$ cat config.mk
export PLATFORM = sky130hd
export DESIGN_NAME = csfr_status_reg
export DESIGN_NICKNAME = d
export VERILOG_FILES = /design/src/verilog/csfr_pkg.sv /design/src/verilog/csfr_status_reg.sv /design/src/verilog/csfr_flag_alu.sv
export SDC_FILE = /design/constraint.sdc
export NUM_CORES = 1
export LEC_CHECK = 0
export BUFFER_PORTS_ARGS = -buffer_cell sky130_fd_sc_hd__buf_2
export CAP_MARGIN = 20
export CORE_ASPECT_RATIO = 0.5
export CORE_MARGIN = 2
export CORE_UTILIZATION = 50
export DETAILED_ROUTE_END_ITERATION = 8
export GPL_TIMING_DRIVEN = 0
export MAX_ROUTING_LAYER = met4
export PLACE_DENSITY = 0.77
export SYNTH_ARGS = -nofsm -noshare
export SYNTH_HDL_FRONTEND = slang
export SYNTH_HIERARCHICAL = 1
export SYNTH_SLANG_ARGS = --single-unit
$ cat constraint.sdc
create_clock -name CORE_CLK -period 4 [get_ports CORE_CLK]
set_input_delay 0.4 -clock CORE_CLK [delete_from_list [all_inputs] [get_ports CORE_CLK]]
set_output_delay 0.4 -clock CORE_CLK [all_outputs]
set_load 0.02 [all_outputs]
$ cat src/verilog/csfr_pkg.sv
// Package for the cpu status flag register: addresses, bit layout, operations
package csfr_pkg;
   localparam int DATA_ADDR_W = 9;
   localparam int FILE_OFS_W = 7;
   localparam logic [8:0] STATUS_ADDR_BANK0 = 9'h003;
   localparam logic [8:0] STATUS_ADDR_BANK1 = 9'h083;
   localparam int POS_INDIRECT_BANK_SELECT = 7;
   localparam int POS_DIRECT_BANK_SELECT_HI = 6;
   localparam int POS_DIRECT_BANK_SELECT_LO = 5;
   localparam int POS_TIMEOUT_FLAG = 4;
   localparam int POS_POWERDOWN_FLAG = 3;
   localparam int POS_ZERO_FLAG = 2;
   localparam int POS_DIGIT_CARRY_FLAG = 1;
   localparam int POS_CARRY_FLAG = 0;
   localparam logic [7:0] STATUS_RESET = 8'h18;
   localparam logic [7:0] STATUS_WRITABLE = 8'hE7;
   localparam logic [7:0] STATUS_ARITH = 8'h07;

   typedef enum logic [3:0] {
      OP_MOVE   = 4'h0,
      OP_ADD    = 4'h1,
      OP_SUB    = 4'h2,
      OP_AND    = 4'h3,
      OP_IOR    = 4'h4,
      OP_XOR    = 4'h5,
      OP_COM    = 4'h6,
      OP_INC    = 4'h7,
      OP_DEC    = 4'h8,
      OP_MOVZ   = 4'h9,
      OP_CLR    = 4'hA,
      OP_ROTL   = 4'hB,
      OP_ROTR   = 4'hC,
      OP_SWAP   = 4'hD,
      OP_BITCLR = 4'hE,
      OP_BITSET = 4'hF
   } csfr_op_e;

   typedef struct packed {
      logic [7:0] status;
      logic [7:0] result;
   } csfr_state_s;

   localparam csfr_state_s STATE_RESET = '{status: STATUS_RESET, result: 8'h00};

   // Both mirror addresses reach the one physical register
   function automatic logic csfr_status_hit(input logic [8:0] addr);
      return (addr == STATUS_ADDR_BANK0) || (addr == STATUS_ADDR_BANK1);
   endfunction
endpackage

$ cat src/verilog/csfr_status_reg.sv
// Cpu status flag register: masked file writes, ALU flags, reset-cause flags
`timescale 1ns/1ns
module csfr_status_reg
(
   // Clock, reset and enable
   input wire logic CORE_CLK,
   input wire logic RESET_N,
   input wire logic CLK_EN,
   // Executing instruction
   input wire logic EXEC,
   input wire csfr_pkg::csfr_op_e OP,
   input wire logic [7:0] OPND_A,
   input wire logic [7:0] OPND_B,
   input wire logic [2:0] BIT_SEL,
   input wire logic DEST_FILE,
   input wire logic [csfr_pkg::DATA_ADDR_W-1:0] FILE_ADDR,
   // Core events
   input wire logic WDT_TIMEOUT,
   input wire logic WATCHDOG_CLEAR_INSTR,
   input wire logic SLEEP_INSTR,
   // Data address forming
   input wire logic [csfr_pkg::FILE_OFS_W-1:0] INSTR_FILE,
   input wire logic [7:0] INDIRECT_PTR,
   output logic [csfr_pkg::DATA_ADDR_W-1:0] DIRECT_ADDR,
   output logic [csfr_pkg::DATA_ADDR_W-1:0] INDIRECT_ADDR,
   // Register contents and last result
   output logic [7:0] STATUS_VALUE,
   output logic [7:0] ALU_RESULT
);
   import csfr_pkg::*;

   csfr_state_s st;
   csfr_state_s next_st;
   logic [7:0] alu_result;
   logic alu_z;
   logic alu_dc;
   logic alu_c;
   logic upd_z;
   logic upd_dc;
   logic upd_c;
   logic alu_sets_flags;
   logic wr_hit;
   logic [7:0] wr_mask;
   logic no_event;

   csfr_flag_alu u_alu
   (
      .op(OP),
      .opnd_a(OPND_A),
      .opnd_b(OPND_B),
      .bit_sel(BIT_SEL),
      .carry_in(st.status[POS_CARRY_FLAG]),
      .result(alu_result),
      .z(alu_z),
      .dc(alu_dc),
      .c(alu_c),
      .upd_z(upd_z),
      .upd_dc(upd_dc),
      .upd_c(upd_c)
   );

   assign alu_sets_flags = upd_z | upd_dc | upd_c;
   assign wr_hit = EXEC && DEST_FILE && csfr_status_hit(FILE_ADDR);
   assign no_event = !WDT_TIMEOUT && !WATCHDOG_CLEAR_INSTR && !SLEEP_INSTR;

   // Any flag-affecting op locks all three arithmetic bits, so clear-file
   // keeps digit carry and carry even though it only computes zero
   assign wr_mask = alu_sets_flags ? (STATUS_WRITABLE & ~STATUS_ARITH)
                                   : STATUS_WRITABLE;

   always_comb
   begin
      next_st = st;
      if (wr_hit)
      begin
         next_st.status = (st.status & ~wr_mask) | (alu_result & wr_mask);
      end
      if (EXEC)
      begin
         next_st.result = alu_result;
         if (upd_z)
         begin
            next_st.status[POS_ZERO_FLAG] = alu_z;
         end
         if (upd_dc)
         begin
            next_st.status[POS_DIGIT_CARRY_FLAG] = alu_dc;
         end
         if (upd_c)
         begin
            next_st.status[POS_CARRY_FLAG] = alu_c;
         end
      end
      if (WATCHDOG_CLEAR_INSTR)
      begin
         next_st.status[POS_TIMEOUT_FLAG] = 1'b1;
         next_st.status[POS_POWERDOWN_FLAG] = 1'b1;
      end
      if (SLEEP_INSTR)
      begin
         next_st.status[POS_TIMEOUT_FLAG] = 1'b1;
         next_st.status[POS_POWERDOWN_FLAG] = 1'b0;
      end
      // A time-out is the event that must not be masked by a same-cycle clear
      if (WDT_TIMEOUT)
      begin
         next_st.status[POS_TIMEOUT_FLAG] = 1'b0;
      end
   end

   // Reset acts even while the clock enable is low
   always_ff @(posedge CORE_CLK)
   begin
      if (!RESET_N)
      begin
         st <= STATE_RESET;
      end
      else if (CLK_EN)
      begin
         st <= next_st;
      end
   end

   assign STATUS_VALUE = st.status;
   assign ALU_RESULT = st.result;
   assign DIRECT_ADDR = {st.status[POS_DIRECT_BANK_SELECT_HI:POS_DIRECT_BANK_SELECT_LO],
                         INSTR_FILE};
   assign INDIRECT_ADDR = {st.status[POS_INDIRECT_BANK_SELECT], INDIRECT_PTR};

   a_flag_write_lock: assert property (
      @(posedge CORE_CLK) disable iff (!RESET_N)
      (CLK_EN && wr_hit && upd_c) |=> (STATUS_VALUE[0] == $past(alu_c)))
      else $error("carry took the written value instead of the computed one");

   a_cause_unwritable: assert property (
      @(posedge CORE_CLK) disable iff (!RESET_N)
      (CLK_EN && wr_hit && no_event) |=> (STATUS_VALUE[4:3] == $past(STATUS_VALUE[4:3])))
      else $error("reset-cause flags changed by an instruction write");

   a_clear_file: assert property (
      @(posedge CORE_CLK) disable iff (!RESET_N)
      (CLK_EN && wr_hit && OP == OP_CLR && no_event) |=>
      (STATUS_VALUE == {3'b000, $past(STATUS_VALUE[4:3]), 1'b1, $past(STATUS_VALUE[1:0])}))
      else $error("clear-file result on the status register is wrong");

   a_sub_borrow: assert property (
      @(posedge CORE_CLK) disable iff (!RESET_N)
      (CLK_EN && EXEC && OP == OP_SUB) |=>
      (STATUS_VALUE[0] == ($past(OPND_A) >= $past(OPND_B))) &&
      (STATUS_VALUE[1] == ($past(OPND_A[3:0]) >= $past(OPND_B[3:0]))))
      else $error("subtract carry or digit carry is not the inverted borrow");

   a_indirect_bank: assert property (
      @(posedge CORE_CLK) disable iff (!RESET_N)
      STATUS_VALUE[7] ? (INDIRECT_ADDR >= 9'h100) : (INDIRECT_ADDR <= 9'h0FF))
      else $error("indirect address outside the selected bank pair");

   a_direct_bank: assert property (
      @(posedge CORE_CLK) disable iff (!RESET_N)
      (STATUS_VALUE[6:5] == 2'b10) |-> (DIRECT_ADDR >= 9'h100 && DIRECT_ADDR <= 9'h17F))
      else $error("direct address outside bank 2");

   a_timeout_event: assert property (
      @(posedge CORE_CLK) disable iff (!RESET_N)
      (CLK_EN && WDT_TIMEOUT) |=> !STATUS_VALUE[4])
      else $error("time-out flag not cleared by a watchdog time-out");

   a_sleep_entry: assert property (
      @(posedge CORE_CLK) disable iff (!RESET_N)
      (CLK_EN && SLEEP_INSTR && !WDT_TIMEOUT) |=> (STATUS_VALUE[4:3] == 2'b10))
      else $error("sleep did not leave time-out set and power-down clear");

   a_zero_flag: assert property (
      @(posedge CORE_CLK) disable iff (!RESET_N)
      (CLK_EN && EXEC && upd_z) |=> (STATUS_VALUE[2] == (ALU_RESULT == 8'h00)))
      else $error("zero flag disagrees with the result");

   a_add_carries: assert property (
      @(posedge CORE_CLK) disable iff (!RESET_N)
      (CLK_EN && EXEC && OP == OP_ADD) |=>
      (STATUS_VALUE[1] == (({1'b0, $past(OPND_A[3:0])} + {1'b0, $past(OPND_B[3:0])}) > 5'h0F)) &&
      (STATUS_VALUE[0] == (({1'b0, $past(OPND_A)} + {1'b0, $past(OPND_B)}) > 9'h0FF)))
      else $error("add carry or digit carry is wrong");

   a_rotate_carry: assert property (
      @(posedge CORE_CLK) disable iff (!RESET_N)
      (CLK_EN && EXEC && OP == OP_ROTL) |=> (STATUS_VALUE[0] == $past(OPND_A[7])))
      else $error("rotate left did not load carry from the high bit");

   a_reset_values: assert property (
      @(posedge CORE_CLK)
      (!$past(RESET_N) && RESET_N) |-> (STATUS_VALUE[7:3] == 5'b00011))
      else $error("status bits 7:3 wrong after reset");

   a_mirror_write: assert property (
      @(posedge CORE_CLK) disable iff (!RESET_N)
      (CLK_EN && EXEC && DEST_FILE && FILE_ADDR == 9'h083 && OP == OP_MOVE) |=>
      (STATUS_VALUE[7:5] == $past(OPND_A[7:5])))
      else $error("write at the upper mirror address missed the register");

   a_plain_write: assert property (
      @(posedge CORE_CLK) disable iff (!RESET_N)
      (CLK_EN && wr_hit && !alu_sets_flags && no_event) |=>
      ((STATUS_VALUE & STATUS_WRITABLE) == ($past(alu_result) & STATUS_WRITABLE)))
      else $error("flagless write did not store every writable bit");

   a_rotate_right: assert property (
      @(posedge CORE_CLK) disable iff (!RESET_N)
      (CLK_EN && EXEC && OP == OP_ROTR) |=> (STATUS_VALUE[0] == $past(OPND_A[0])))
      else $error("rotate right did not load carry from the low bit");

   a_wdt_clear: assert property (
      @(posedge CORE_CLK) disable iff (!RESET_N)
      (CLK_EN && WATCHDOG_CLEAR_INSTR && !SLEEP_INSTR && !WDT_TIMEOUT) |=>
      (STATUS_VALUE[4:3] == 2'b11))
      else $error("watchdog clear did not set time-out and power-down");

   a_direct_bank_zero: assert property (
      @(posedge CORE_CLK) disable iff (!RESET_N)
      (STATUS_VALUE[6:5] == 2'b00) |-> (DIRECT_ADDR <= 9'h07F))
      else $error("direct address outside bank 0");

   a_direct_bank_one: assert property (
      @(posedge CORE_CLK) disable iff (!RESET_N)
      (STATUS_VALUE[6:5] == 2'b01) |-> (DIRECT_ADDR >= 9'h080 && DIRECT_ADDR <= 9'h0FF))
      else $error("direct address outside bank 1");

   a_direct_bank_top: assert property (
      @(posedge CORE_CLK) disable iff (!RESET_N)
      (STATUS_VALUE[6:5] == 2'b11) |-> (DIRECT_ADDR >= 9'h180))
      else $error("direct address outside bank 3");
endmodule

$ cat src/verilog/csfr_flag_alu.sv
// Flag-generating ALU: result, zero, digit carry and carry with update enables
`timescale 1ns/1ns
module csfr_flag_alu
(
   // Operation and operands
   input wire csfr_pkg::csfr_op_e op,
   input wire logic [7:0] opnd_a,
   input wire logic [7:0] opnd_b,
   input wire logic [2:0] bit_sel,
   input wire logic carry_in,
   // Result and flags
   output logic [7:0] result,
   output logic z,
   output logic dc,
   output logic c,
   output logic upd_z,
   output logic upd_dc,
   output logic upd_c
);
   import csfr_pkg::*;

   logic [8:0] sum9;
   logic [4:0] nib5;

   always_comb
   begin
      sum9 = 9'h000;
      nib5 = 5'h00;
      result = opnd_a;
      dc = 1'b0;
      c = 1'b0;
      upd_z = 1'b0;
      upd_dc = 1'b0;
      upd_c = 1'b0;
      unique case (op)
         OP_MOVE: result = opnd_a;
         OP_ADD:
         begin
            sum9 = {1'b0, opnd_a} + {1'b0, opnd_b};
            nib5 = {1'b0, opnd_a[3:0]} + {1'b0, opnd_b[3:0]};
            result = sum9[7:0];
            c = sum9[8];
            dc = nib5[4];
            upd_z = 1'b1;
            upd_dc = 1'b1;
            upd_c = 1'b1;
         end
         OP_SUB:
         begin
            // Adding the two's complement makes carry-out read as no-borrow
            sum9 = {1'b0, opnd_a} + {1'b0, ~opnd_b} + 9'h001;
            nib5 = {1'b0, opnd_a[3:0]} + {1'b0, ~opnd_b[3:0]} + 5'h01;
            result = sum9[7:0];
            c = sum9[8];
            dc = nib5[4];
            upd_z = 1'b1;
            upd_dc = 1'b1;
            upd_c = 1'b1;
         end
         OP_AND:
         begin
            result = opnd_a & opnd_b;
            upd_z = 1'b1;
         end
         OP_IOR:
         begin
            result = opnd_a | opnd_b;
            upd_z = 1'b1;
         end
         OP_XOR:
         begin
            result = opnd_a ^ opnd_b;
            upd_z = 1'b1;
         end
         OP_COM:
         begin
            result = ~opnd_a;
            upd_z = 1'b1;
         end
         OP_INC:
         begin
            result = opnd_a + 8'h01;
            upd_z = 1'b1;
         end
         OP_DEC:
         begin
            result = opnd_a - 8'h01;
            upd_z = 1'b1;
         end
         OP_MOVZ: upd_z = 1'b1;
         OP_CLR:
         begin
            result = 8'h00;
            upd_z = 1'b1;
         end
         OP_ROTL:
         begin
            result = {opnd_a[6:0], carry_in};
            c = opnd_a[7];
            upd_c = 1'b1;
         end
         OP_ROTR:
         begin
            result = {carry_in, opnd_a[7:1]};
            c = opnd_a[0];
            upd_c = 1'b1;
         end
         OP_SWAP: result = {opnd_a[3:0], opnd_a[7:4]};
         OP_BITCLR: result = opnd_a & ~(8'h01 << bit_sel);
         OP_BITSET: result = opnd_a | (8'h01 << bit_sel);
      endcase
      z = (result == 8'h00);
   end
endmodule

Yosys cells after proc, flatten, opt, wreduce, memory -nomap -nowiden
Cells that the tools add are included.
{"block": "op_classes", "addsub": 8, "mul": 0, "div_mod_pow": 0, "n_lt_le_gt_ge": 0, "eq_ne": 17, "shifts": 1, "mux": 15, "bitwise": 15, "reduce_logical": 13}
{"op": "8-bit case mux with 14 select lines", "n": 1}
{"op": "8-bit AND", "n": 4}
{"op": "4-bit equality test (second input constant)", "n": 8}
{"op": "8-bit inverter", "n": 4}
{"op": "8-bit bitwise OR", "n": 3}
{"op": "8-bit by 8-bit adder with 9-bit output", "n": 2}
{"op": "4-bit by 3-bit equality test with 1-bit output (second input constant)", "n": 4}
{"op": "11-bit two-way mux", "n": 1}
{"op": "4-bit by 4-bit adder with 5-bit output", "n": 2}
{"op": "10-bit OR reduction", "n": 1}
{"op": "9-bit by 1-bit adder with 9-bit output (second input constant)", "n": 1}
{"op": "9-bit by 2-bit equality test with 1-bit output (second input constant)", "n": 1}
{"op": "9-bit by 8-bit equality test with 1-bit output (second input constant)", "n": 1}
{"op": "8-bit by 1-bit adder with 8-bit output (second input constant)", "n": 1}
{"op": "4-bit by 2-bit equality test with 1-bit output (second input constant)", "n": 2}
{"op": "8-bit zero test", "n": 1}
{"op": "2-bit AND reduction", "n": 4}
{"op": "1-bit by 3-bit left shift with 8-bit output (first input constant)", "n": 1}
{"op": "8-bit by 1-bit subtractor with 8-bit output (second input constant)", "n": 1}
{"op": "8-bit bitwise XOR", "n": 1}
{"op": "1-bit two-way mux", "n": 7}
{"op": "5-bit by 1-bit adder with 5-bit output (second input constant)", "n": 1}
{"op": "5-bit two-way mux", "n": 1}
{"op": "4-bit by 1-bit equality test with 1-bit output (second input constant)", "n": 1}
{"op": "other kinds (12)", "n": 15}
{"block": "word_totals", "register_bits": 16, "latchBits": 0, "ram_bits": 0, "romBits": 0, "input_bits": 55, "n_memories": 0}

Longest topological paths before layout
Gate-level depths: netlist of the first run.
{"block": "depth", "ltp_word": 13, "depth_mapped": 16, "mapped_depth_nobuf": 14}

Modules after synthesis
The synthesis of the first run kept the hierarchy.
{"mod": "csfr_flag_alu", "n_inst": 1, "cells_per_inst": 352, "area_each_um2": 2378.5, "seq_area_each_um2": 0.0}
{"mod": "csfr_status_reg", "n_inst": 1, "cells_per_inst": 107, "area_each_um2": 890.9, "seq_area_each_um2": 320.3}

Worst setup path after synthesis of the first run
Ideal clock, no wire load.
{"block": "synth_timing", "kind": "input-to-reg", "start": "input OPND_A[0]", "end": "register st (netlist bit STATUS_VALUE[2])", "t_arrival_ps": 2882, "setup_slack_ps": 1002, "stages": 15, "path_buffers": 1, "cell_sequence": "clkbuf_1 -> inv_1 -> ha_1 -> fa_1 -> nand3b_1 -> nand2_1 -> a31oi_1 -> xnor2_1 -> o221ai_1 -> o21ai_1 -> a21oi_1 -> nor4b_4 -> mux2i_1 -> a21oi_1 -> o211a_1"}
{"block": "synth_via", "word_cells_on_any_way": 18, "classes_between": "5 x add/sub; 4 x mux; 8 x bitwise; 1 x reduce/logical"}
{"element": "from (decl)", "line": "csfr_status_reg.sv:12", "source": "input wire logic [7:0] OPND_A,"}
{"element": "8-bit by 8-bit adder with 9-bit output", "line": "csfr_flag_alu.sv:51", "source": "sum9 = {1'b0, opnd_a} + {1'b0, ~opnd_b} + 9'h001;"}
{"element": "9-bit by 1-bit adder with 9-bit output", "line": "csfr_flag_alu.sv:51"}
{"element": "8-bit case mux with 14 select lines (*)", "line": "csfr_flag_alu.sv:35", "source": "unique case (op)"}
{"element": "net alu_result[6]", "line": "csfr_status_reg.sv:34", "source": "logic [7:0] alu_result;"}
{"element": "8-bit zero test (*)", "line": "csfr_flag_alu.sv:112", "source": "z = (result == 8'h00);"}
{"element": "net alu_z", "line": "csfr_status_reg.sv:35", "source": "logic alu_z;"}
{"element": "1-bit two-way mux (*)", "line": "csfr_status_reg.sv:81", "source": "if (upd_z)"}
{"element": "11-bit two-way mux (*)", "line": "csfr_status_reg.sv:78", "source": "if (EXEC)"}
{"element": "to (signal assigned)", "line": "csfr_status_reg.sv:120", "source": "st <= next_st;"}
{"element": "to (decl)", "line": "csfr_status_reg.sv:32", "source": "csfr_state_s st;"}
The timed path passes the listed nets; every way through them passes the cells marked *. The select of a mux whose other input is x is not followed.
A chain may end at the register's enable or synchronous reset.

Worst setup path after layout of the first run
{"block": "layout_timing", "start": "input OPND_A[0]", "end": "register st (netlist bit STATUS_VALUE[2])"}
{"block": "layout_via", "word_cells_on_any_way": 18, "classes_between": "5 x add/sub; 4 x mux; 8 x bitwise; 1 x reduce/logical"}
{"element": "8-bit by 8-bit adder with 9-bit output", "line": "csfr_flag_alu.sv:51"}
{"element": "9-bit by 1-bit adder with 9-bit output", "line": "csfr_flag_alu.sv:51"}
{"element": "8-bit case mux with 14 select lines (*)", "line": "csfr_flag_alu.sv:35"}
{"element": "8-bit zero test (*)", "line": "csfr_flag_alu.sv:112"}
{"element": "net alu_z", "line": "csfr_status_reg.sv:35"}
{"element": "1-bit two-way mux (*)", "line": "csfr_status_reg.sv:81"}
{"element": "11-bit two-way mux (*)", "line": "csfr_status_reg.sv:78"}
Marks and branches as above.

==> key figures, run 1 <==
Job
  – Total of max-cap violations: 0

Routing
  – Iter 0 DRT Violations: 501
  – Antenna Violating Nets Remaining: 0
  – Pre-antenna DRT Iters: 6
  – Drt wl/cell: roughly 18 microns
  – Number of remaining DRC errors: 0
  – WL final: 11300 microns
  – Vias: 3987
  – DR vias/cell: 6.420

GRT
  – Largest net degree at the start of global routing: 11
  – First-pass GRT wire length: around 18000 microns
  – Tot GR Track Use: 32.09%
  – Antenna violations before repair: 0
  – Vias in the first global route: approximately 3.4k
  – Congestion Overflow GR: 0

Synthesis
  – Mapped Avg Cell Area: 7.123 sq um
  – Synthesized net count: 533
  – Async SR Flop Fraction: 0%
  – Mapped Area: 3269 sq um
  – Seq/Total Area, Yosys: roughly a tenth
  – Synth Flop Type: dfxtp_1
  – Number of synthesized flops with an enable pin: 0
  – Mapped Cells: 459
  – Synth area leader: dfxtp_1
  – Post-synthesis register bit count: 16
  – Top cell type's share of synthesized area: 9.797%
  – Top cells by area, synth: dfxtp_1, ha_1, nand2_1
  – Post-synthesis cell type count: slightly above 80
  – Ys Warns: 6

STA
  – Worst-Margin Slew: just under 1 ns
  – Clock Skews: 0.0005059 ns
  – Worst slew margin: between 30% and 40%
  – Period minus WS final: 3.515 ns
  – Fin. Hold Viols: 0
  – Fmax: 284.5 MHz
  – Slew Limit Fails: 0
  – Setup TNS Final: 0 ns
  – WHS: 0.4510 ns
  – Final period util: between 80% and 90%
  – Final setup viols: 0
  – RSZ-0062 raised after global routing: no

Die
  – Core area: 6181 sq um
  – Initial Util: 52.89%
  – Die Area: 7241 sq um
  – IO Pins: 89
  – Die Wd: between 100 and 150 microns
  – # rows: 20
  – Die Y: 61.18 microns

Clocking
  – CTS tree: built
  – Post-CTS resize count: 0
  – Root buffer cell: clkbuf_16
  – Clk slew on worst S/H paths: around 0.050 ns
  – Worst-skew pair later-pin latency: 0.24 ns
  – CTS Buffer Depth: 2
  – Post-CTS setup buffers: 0
  – CTS Buf Count: 3
  – Post-CTS Hold Buffers: 0
  – CTS H-tree depth: 1
  – Clock Sinks: 16

Power and ir drop
  – Sw Pwr: 0.3183 mW
  – Sequential power share: 21.6%
  – VDD IR max: 0.0001190 V
  – Sw frac: around two fifths
  – P_leak: ~1.7 nW
  – Logic pwr share: 51.5%
  – Pwr Density: 208.0 nW/um^2
  – P_int: between 0.4 and 0.5 mW
  – Clk pwr share: 26.9%

Layout
  – # diodes: 0
  – Seq. cell area: 320.3 sq um
  – Layout cell share with drive strength beyond 1: 22.89%
  – Area delta synth->final: 16.80%
  – Layout Nets: 608
  – Fillers: approximately 600
  – Multi-input gate area: 2522 sq um

Place
  – RePlAce Congestion: 1.079
  – PortBufs: 70
  – DPL Wire Length: 8929 microns

Setup path
  – Crit path max fanout: 8
  – Worst setup SP type: input pin
  – Crit path kind: input pin to flip-flop
  – CP arrival: between 3 and 4 ns
  – Critical Path RT: ~4.2 ns
  – Crit end category: flip-flop
  – Delay of the slowest critical-path stage: 0.66 ns
  – Crit path cell chain: buf_2 -> clkbuf_1 -> inv_1 -> ha_1 -> fa_1 -> nor3_1 -> a21oi_1 -> nor2_1 -> a2111oi_0 -> and3b_1 -> o21ai_1 -> nor4b_4 -> nor3b_1 -> o21ai_0 -> o211a_1
  – CP max stage cell: a2111oi_0

Run status
  – Status: finished, final reports clean

Min path
  – Hold Path Class: input pin to flip-flop
cell type report:
| cell class | count | share of cell area [%] |
|---|---|---|
| Buffer | 53 | 9.010 |
| Clock buffer | 4 | 2.326 |
| Inverter | 22 | 2.163 |
| Multi-Input combinational cell | 368 | 66.06 |
| Sequential cell | 16 | 8.388 |
| Tap cell | 88 | 2.883 |
| Timing Repair Buffer | 70 | 9.174 |
final timing paths:
kind | endpoint | slack (ns) | from | cells past startpoint
max reg2reg | STATUS_VALUE[2] | 1.70 | STATUS_VALUE[0] | 11
min | STATUS_VALUE[4] | 0.45 | WDT_TIMEOUT | 4
min reg2reg | ALU_RESULT[6] | 0.46 | ALU_RESULT[6] | 2
max | STATUS_VALUE[2] | 0.48 | OPND_A[0] | 15
per-layer routing:
metal / up-vias / wire, microns / GRT usage, %
li1: 1840 / - / -
met1: 1781 / 4815 / 42.90
met2: 332 / 4416 / 48.72
met3: 34 / 1790 / 7.593
met4: 0 / 280 / 9.294
met5: - / 0 / -
sequential cells by signal (all words and copies together) (netlist names):
name,flops
ALU_RESULT,8
STATUS_VALUE,8
worst max-delay path, delay by kind of cell:
| family | cells | cell delay (ns) |
|---|---|---|
| and+or+nand+nor | 5 | 0.72 |
| buffers and inverters | 3 | 0.63 |
| AOI/OAI and AO/OA | 5 | 1.20 |
| adders and majority gates | 2 | 0.76 |
cells in the mapped netlist, drive strengths merged, types with 6 or more instances:
master	n
a21boi	10
a21oi	30
a22o	6
and2	8
buf	37
clkbuf	16
dfxtp	16
ha	17
inv	21
mux2i	13
nand2	52
nand2b	10
nand3	10
nand4	6
nor2	30
nor2b	11
nor3	12
nor3b	7
o21ai	25
o22ai	8
or3	7
layout by cell type (no fill, tap or decap), types with 5 or more instances in the layout:
master	n
a21boi_0	9
a21oi_1	28
a22o_1	6
a31oi_1	5
and2_1	7
buf_2	75
buf_4	23
buf_6	7
clkbuf_1	16
dfxtp_1	16
ha_1	17
inv_1	20
mux2i_1	13
nand2_1	52
nand2b_1	10
nand3_1	10
nand4_1	5
nor2_1	30
nor2b_1	11
nor3_1	12
nor3b_1	7
o21ai_0	21
o22ai_1	8
o31ai_1	5
or3_1	7
logic make-up after synthesis:
group / after synthesis / synth area share (%)
and+or+nand+nor: 187 / 33.03
AOI/OAI and AO/OA: 145 / 31.27
buffers and inverters: 75 / 13.05
adders and majority gates: 19 / 7.731
DFF: 16 / 9.797
muxes: 14 / 4.324
xor gates and xnor gates: 3 / 0.8038
through the flow:
step / power [mW] / instances / instance area [sq um] / utilization [%] / setup slack, ns
3_3_place_gp: 0.5687 / 617 / 3730 / 60.34 / 0.3121
2_1_floorplan: 0.4483 / 459 / 3269 / - / 1.002
5_1_grt: 0.8336 / 621 / 3819 / 61.78 / 0.2633
3_5_place_dp: 0.5703 / 617 / 3730 / 60.34 / 0.2713
4_1_cts: 0.7826 / 621 / 3819 / 61.78 / 0.5217
6_report: 0.7942 / 621 / 3819 / 61.78 / 0.4847
power by group through the flow:
stage | registers [mW] | logic, mW | clock network [mW]
after global placement | 0.175 | 0.394 | 0
final | 0.172 | 0.409 | 0.213
after detailed placement | 0.175 | 0.396 | 0
after global routing | 0.172 | 0.441 | 0.220
after CTS | 0.172 | 0.397 | 0.214
after floorplan | 0.183 | 0.265 | 0
No activity file was read; power rests on OpenSTA's default activity.
==> run 2, diff against run 1 <==
- CORE_ASPECT_RATIO: 0.5 -> 1.1
==> key figures, run 2 (synthesized netlist as in run 1, its figures left out) <==
Place
  – PortBufs: 70 (unchanged)
  – DPL Wire Length: 9851 microns (+10%)
  – Place WS: -0.04093 ns (-0.3123 ns)
  – RePlAce Congestion: 1.026 (-4.9%)

Power and ir drop
  – Pwr Density: 195.0 nW/um^2 (-6.2%)
  – P_leak: 1.703 nW (-0.35%)
  – VDD IR max: 0.0002072 V (+74%)
  – Total chip power: 0.7387 mW (-7.0%)

Routing
  – Pre-antenna DRT Iters: 5 (-1)
  – DR vias/cell: 6.485 (+1.0%)
  – Antenna Violating Nets Remaining: 0 (unchanged)
  – WL final: 12580 microns (+11%)
  – Number of remaining DRC errors: 0 (unchanged)
  – Iter 0 DRT Violations: 365 (-27%)
  – Vias: 3982 (-0.13%)
  – Drt wl/cell: 20.49 microns (+13%)

Clocking
  – Worst-skew pair later-pin latency: 0.25 ns (about the same)
  – CTS Buf Count: 3 (unchanged)
  – Clk slew on worst S/H paths: 0.07 ns (+0.02 ns)
  – Root buffer cell: clkbuf_8
  – Post-CTS setup buffers: 0 (unchanged)
  – CTS Buffer Depth: 2 (unchanged)
  – Clock Sinks: 16 (unchanged)
  – Post-CTS resize count: 0 (unchanged)
  – CTS H-tree depth: 1 (unchanged)
  – Post-CTS Hold Buffers: 0 (unchanged)
  – CTS tree: built

GRT
  – Largest net degree at the start of global routing: 11 (unchanged)
  – Antenna violations before repair: 0 (unchanged)
  – Vias in the first global route: 3623 (+5.4%)
  – Tot GR Track Use: 35.66% (+3.6 points)
  – First-pass GRT wire length: 18840 microns (+6.0%)
  – Congestion Overflow GR: 0 (unchanged)

Min path
  – Hold Path Class: input pin to flip-flop
  – Hold Crit Start: WDT_TIMEOUT

STA
  – Slew Limit Fails: 0 (unchanged)
  – Final setup viols: 0 (unchanged)
  – Period minus WS final: 3.644 ns (+0.1282 ns)
  – Worst-Margin Slew: 1.020 ns (+0.05522 ns)
  – WHS: 0.4402 ns (-0.01078 ns)
  – Final period util: 91.09% (+3.2 points)
  – Final setup margin: 0.3564 ns (-0.1282 ns)
  – Fin. Hold Viols: 0 (unchanged)
  – Clock Skews: 0.003955 ns (+0.003449 ns)
  – Fmax: 274.5 MHz (-3.5%)
  – Worst slew margin: 31.87% (-3.7 points)
  – RSZ-0062 raised after global routing: no

Setup path
  – Critical Path RT: 4.15 ns (-0.04 ns)
  – Crit end category: flip-flop
  – Crit path max fanout: 8 (unchanged)
  – CP arrival: 3.80 ns (+0.09 ns)
  – Worst setup SP type: input pin
  – Worst r2r src: STATUS_VALUE[0]
  – Crit path from: OPND_A[0]
  – Crit path kind: input pin to flip-flop

Layout
  – Area delta synth->final: 15.84%
  – Layout Nets: 609 (+0.16%)
  – Layout cell share with drive strength beyond 1: 22.85% (-0.043 points)
  – Commonest non-fill, non-tap cell in the layout: buf_2
  – Commonest cells after routing, fill and taps aside: buf_2, nand2_1, nor2_1
  – # diodes: 0 (unchanged)

Run status
  – Status: finished, final reports clean

Die
  – # rows: 30 (+50%)
  – Die Y: 88.81 microns (+45%)
  – IO Pins: 89 (unchanged)
  – Die Area: 7202 sq um (-0.53%)
  – Die Wd: 81.10 microns (-31%)
  – Initial Util: 52.47% (-0.42 points)
  – Core area: 6231 sq um (+0.81%)

Job
  – Total of max-cap violations: 0 (unchanged)
run 2: cell types whose count changed in the layout (fill, tap and decap cells not counted), sizes merged:
| cell | before | now |
|---|---|---|
| dlymetal6s2s | 0 | 1 |
run 2: power breakdown:
part,switching (mW),internal (mW)
combinational,0.261,0.159
clock,0.0604,0.0874
sequential,0.00427,0.167
total,0.326,0.413
run 2: final timing paths:
check,end,slack [ns],cells past startpoint
worst max-delay path,STATUS_VALUE[2],0.36,16
worst min register to register,ALU_RESULT[2],0.46,2
worst max register to register,STATUS_VALUE[2],1.72,11
worst min-delay path,STATUS_VALUE[4],0.44,4
run 2: metrics by stage:
stage / setup TNS [ns] / util [%] / area, sq um / std cells
2_1_floorplan: 0 / - / 3269 / 459
4_1_cts: 0 / 60.58 / 3775 / 613
5_1_grt: 0 / 60.78 / 3787 / 614
3_3_place_gp: -0.02622 / 59.70 / 3720 / 609
3_5_place_dp: -0.04093 / 59.70 / 3720 / 609
6_report: 0 / 60.78 / 3787 / 614
run 2: layout make-up:
cell class	count	area, sq um
well taps	80	100.1
flip-flops and latches	16	320.3
multi-input cells	368	2522
inverters	22	82.58
repair buffers	71	362.8
plain buffers	53	344.1
fillers	624	2444
clock buffers	4	55.05
run 2: critical path, stage by stage:
cell	delay (ns)
buf_2	0.12
clkbuf_1	0.36
inv_1	0.19
ha_1	0.29
fa_1	0.43
nand3b_1	0.19
nand2_1	0.15
a31oi_1	0.15
xnor2_1	0.17
o221ai_1	0.22
o21ai_1	0.10
a21oi_1	0.45
nor4b_4	0.11
nor3b_1	0.21
o21ai_0	0.12
o211a_1	0.13
run 2: metal layers:
layer	track usage [%]	wire (microns)
met3	5.816	1096
met4	14.33	476
met5	-	0
met1	45.52	5278
met2	55.97	5728
==> run 3, diff against run 2 <==
- PLACE_DENSITY: 0.77 -> default
- PLACE_DENSITY_LB_ADDON: default -> 0.3
- SLEW_MARGIN: default -> 20
==> key figures, run 3 (synthesized netlist as in run 1, its figures left out) <==
Routing
  – Pre-antenna DRT Iters: 5 (unchanged)
  – Drt wl/cell: 20.55 microns (+0.34%)
  – Iter 0 DRT Violations: 471 (+29%)
  – Antenna Violating Nets Remaining: 0 (unchanged)
  – WL final: 12640 microns (+0.50%)
  – Number of remaining DRC errors: 0 (unchanged)
  – Vias: 4062 (+2.0%)
  – DR vias/cell: 6.605 (+1.8%)

Die
  – Initial Util: 52.47% (unchanged)
  – Die Wd: 81.10 microns (unchanged)
  – Core area: 6231 sq um (unchanged)
  – IO Pins: 89 (unchanged)
  – # rows: 30 (unchanged)
  – Die Y: 88.81 microns (unchanged)
  – Die Area: 7202 sq um (unchanged)

Power and ir drop
  – P_leak: 1.694 nW (-0.48%)
  – Total chip power: 0.7446 mW (+0.80%)
  – VDD IR max: 0.0002060 V (-0.54%)
  – Pwr Density: 196.9 nW/um^2 (+0.97%)

Layout
  – Fin cells: 615 (+0.16%)
  – Fillers: 616 (-1.3%)
  – Layout cell share with drive strength beyond 1: 22.85% (unchanged)
  – Commonest non-fill, non-tap cell in the layout: buf_2
  – Seq. cell area: 320.3 sq um (unchanged)
  – Commonest cells after routing, fill and taps aside: buf_2, nand2_1, nor2_1
  – Multi-input gate area: 2522 sq um (unchanged)
  – Layout Nets: 609 (unchanged)
  – Area delta synth->final: 15.65%

Setup path
  – Worst r2r src: STATUS_VALUE[0]
  – Crit path from: OPND_A[0]
  – Critical Path RT: 4.16 ns (about the same)
  – CP arrival: 3.76 ns (-0.04 ns)
  – Reg2Reg Depth: 11 (unchanged)
  – Crit path kind: input pin to flip-flop
  – R2R Setup Slk: 1.71 ns (about the same)
  – Crit end category: flip-flop
  – Critical Path Sink: STATUS_VALUE[2]
  – Worst setup SP type: input pin
  – Crit path max fanout: 8 (unchanged)
  – R2R Path End: STATUS_VALUE[2]

Clocking
  – Post-CTS setup buffers: 0 (unchanged)
  – Clk slew on worst S/H paths: 0.07 ns (about the same)
  – CTS tree: built
  – Clock Sinks: 16 (unchanged)
  – CTS Buf Count: 3 (unchanged)
  – CTS Buffer Depth: 2 (unchanged)
  – CTS H-tree depth: 1 (unchanged)
  – Post-CTS resize count: 0 (unchanged)
  – Root buffer cell: clkbuf_8
  – Worst-skew pair later-pin latency: 0.27 ns (+0.02 ns)
  – Post-CTS Hold Buffers: 0 (unchanged)

STA
  – RSZ-0062 raised after global routing: no
  – Setup TNS Final: 0 ns (unchanged)
  – Clock Skews: 0.008216 ns (+0.004261 ns)
  – Final setup viols: 0 (unchanged)
  – Worst slew margin: 36.54% (+4.7 points)
  – Final setup margin: 0.3992 ns (+0.04281 ns)
  – Fin. Hold Viols: 0 (unchanged)
  – Final period util: 90.02% (-1.1 points)
  – Fmax: 277.7 MHz (+1.2%)
  – Period minus WS final: 3.601 ns (-0.04281 ns)
  – Worst-Margin Slew: 0.9499 ns (-0.06980 ns)
  – Slew Limit Fails: 0 (unchanged)

Place
  – PortBufs: 70 (unchanged)
  – Placed cell count: 610 (+0.16%)
  – DPL Wire Length: 9831 microns (-0.20%)
  – RePlAce Congestion: 1.057 (+3.0%)
  – Place WS: 0.2206 ns (+0.2615 ns)

GRT
  – Largest net degree at the start of global routing: 11 (unchanged)
  – First-pass GRT wire length: 19510 microns (+3.6%)
  – Congestion Overflow GR: 0 (unchanged)
  – Tot GR Track Use: 36.97% (+1.3 points)
  – Antenna violations before repair: 1 (+1)
  – Vias in the first global route: 3767 (+4.0%)

Min path
  – Hold Path Class: input pin to flip-flop

Run status
  – Status: finished, final reports clean

Job
  – Total of max-cap violations: 0 (unchanged)
[run 3: layout make-up]
| type | instances | area share (%) |
|---|---|---|
| buffer | 53 | 9.100 |
| tap | 80 | 2.647 |
| sequential | 16 | 8.471 |
| multi-input combinational | 368 | 66.71 |
| inverter | 22 | 2.184 |
| clock buffer | 4 | 1.456 |
| timing repair buffer | 71 | 9.365 |
| antenna | 1 | 0.06618 |
[run 3: worst max-delay path: stages]
cell and delay [ns]:
buf_2 0.10, clkbuf_1 0.40, inv_1 0.18, ha_1 0.28
fa_1 0.42, nand3b_1 0.17, nand2_1 0.14, a31oi_1 0.15
xnor2_1 0.17, o221ai_1 0.22, o21ai_1 0.10, a21oi_1 0.45
nor4b_4 0.11, mux2i_1 0.15, a21oi_1 0.08, o211a_1 0.22
[run 3: worst min-delay path by stage]
| stage | from | depth (start not counted) | to | slack, ns |
|---|---|---|---|---|
| floorplan | ALU_RESULT[0] | 2 | ALU_RESULT[0] | 0.54 |
| global placement | ALU_RESULT[7] | 2 | ALU_RESULT[7] | 0.45 |
| detailed placement | ALU_RESULT[2] | 2 | ALU_RESULT[2] | 0.46 |
| CTS | WDT_TIMEOUT | 4 | STATUS_VALUE[4] | 0.43 |
| global route | WDT_TIMEOUT | 4 | STATUS_VALUE[4] | 0.45 |
| finish | WDT_TIMEOUT | 4 | STATUS_VALUE[4] | 0.42 |
[run 3: stage by stage]
| stage | util (%) | instance area, sq um | hold WS, ns |
|---|---|---|---|
| after floorplan | - | 3269 | 0.5408 |
| after global placement | 59.70 | 3720 | 0.4490 |
| after detailed placement | 59.76 | 3724 | 0.4601 |
| after CTS | 60.64 | 3779 | 0.4307 |
| after global routing | 60.68 | 3781 | 0.4504 |
| final | 60.68 | 3781 | 0.4224 |
[run 3: power breakdown]
group | total (mW) | internal, mW | leakage (nW) | switching, mW
Sequential | 0.171 | 0.167 | 0.130 | 0.00408
Clock | 0.156 | 0.0878 | 0.0288 | 0.0685
Combinational | 0.418 | 0.157 | 1.54 | 0.261
[run 3: layer usage]
metal | share of wire, % | up-vias | GRT usage (%)
li1 | - | 1848 | -
met1 | 40 | 1872 | 46.15
met2 | 44 | 295 | 55.90
met3 | 11 | 47 | 8.776
met4 | 4.2 | 0 | 17.72
met5 | 0 | - | -
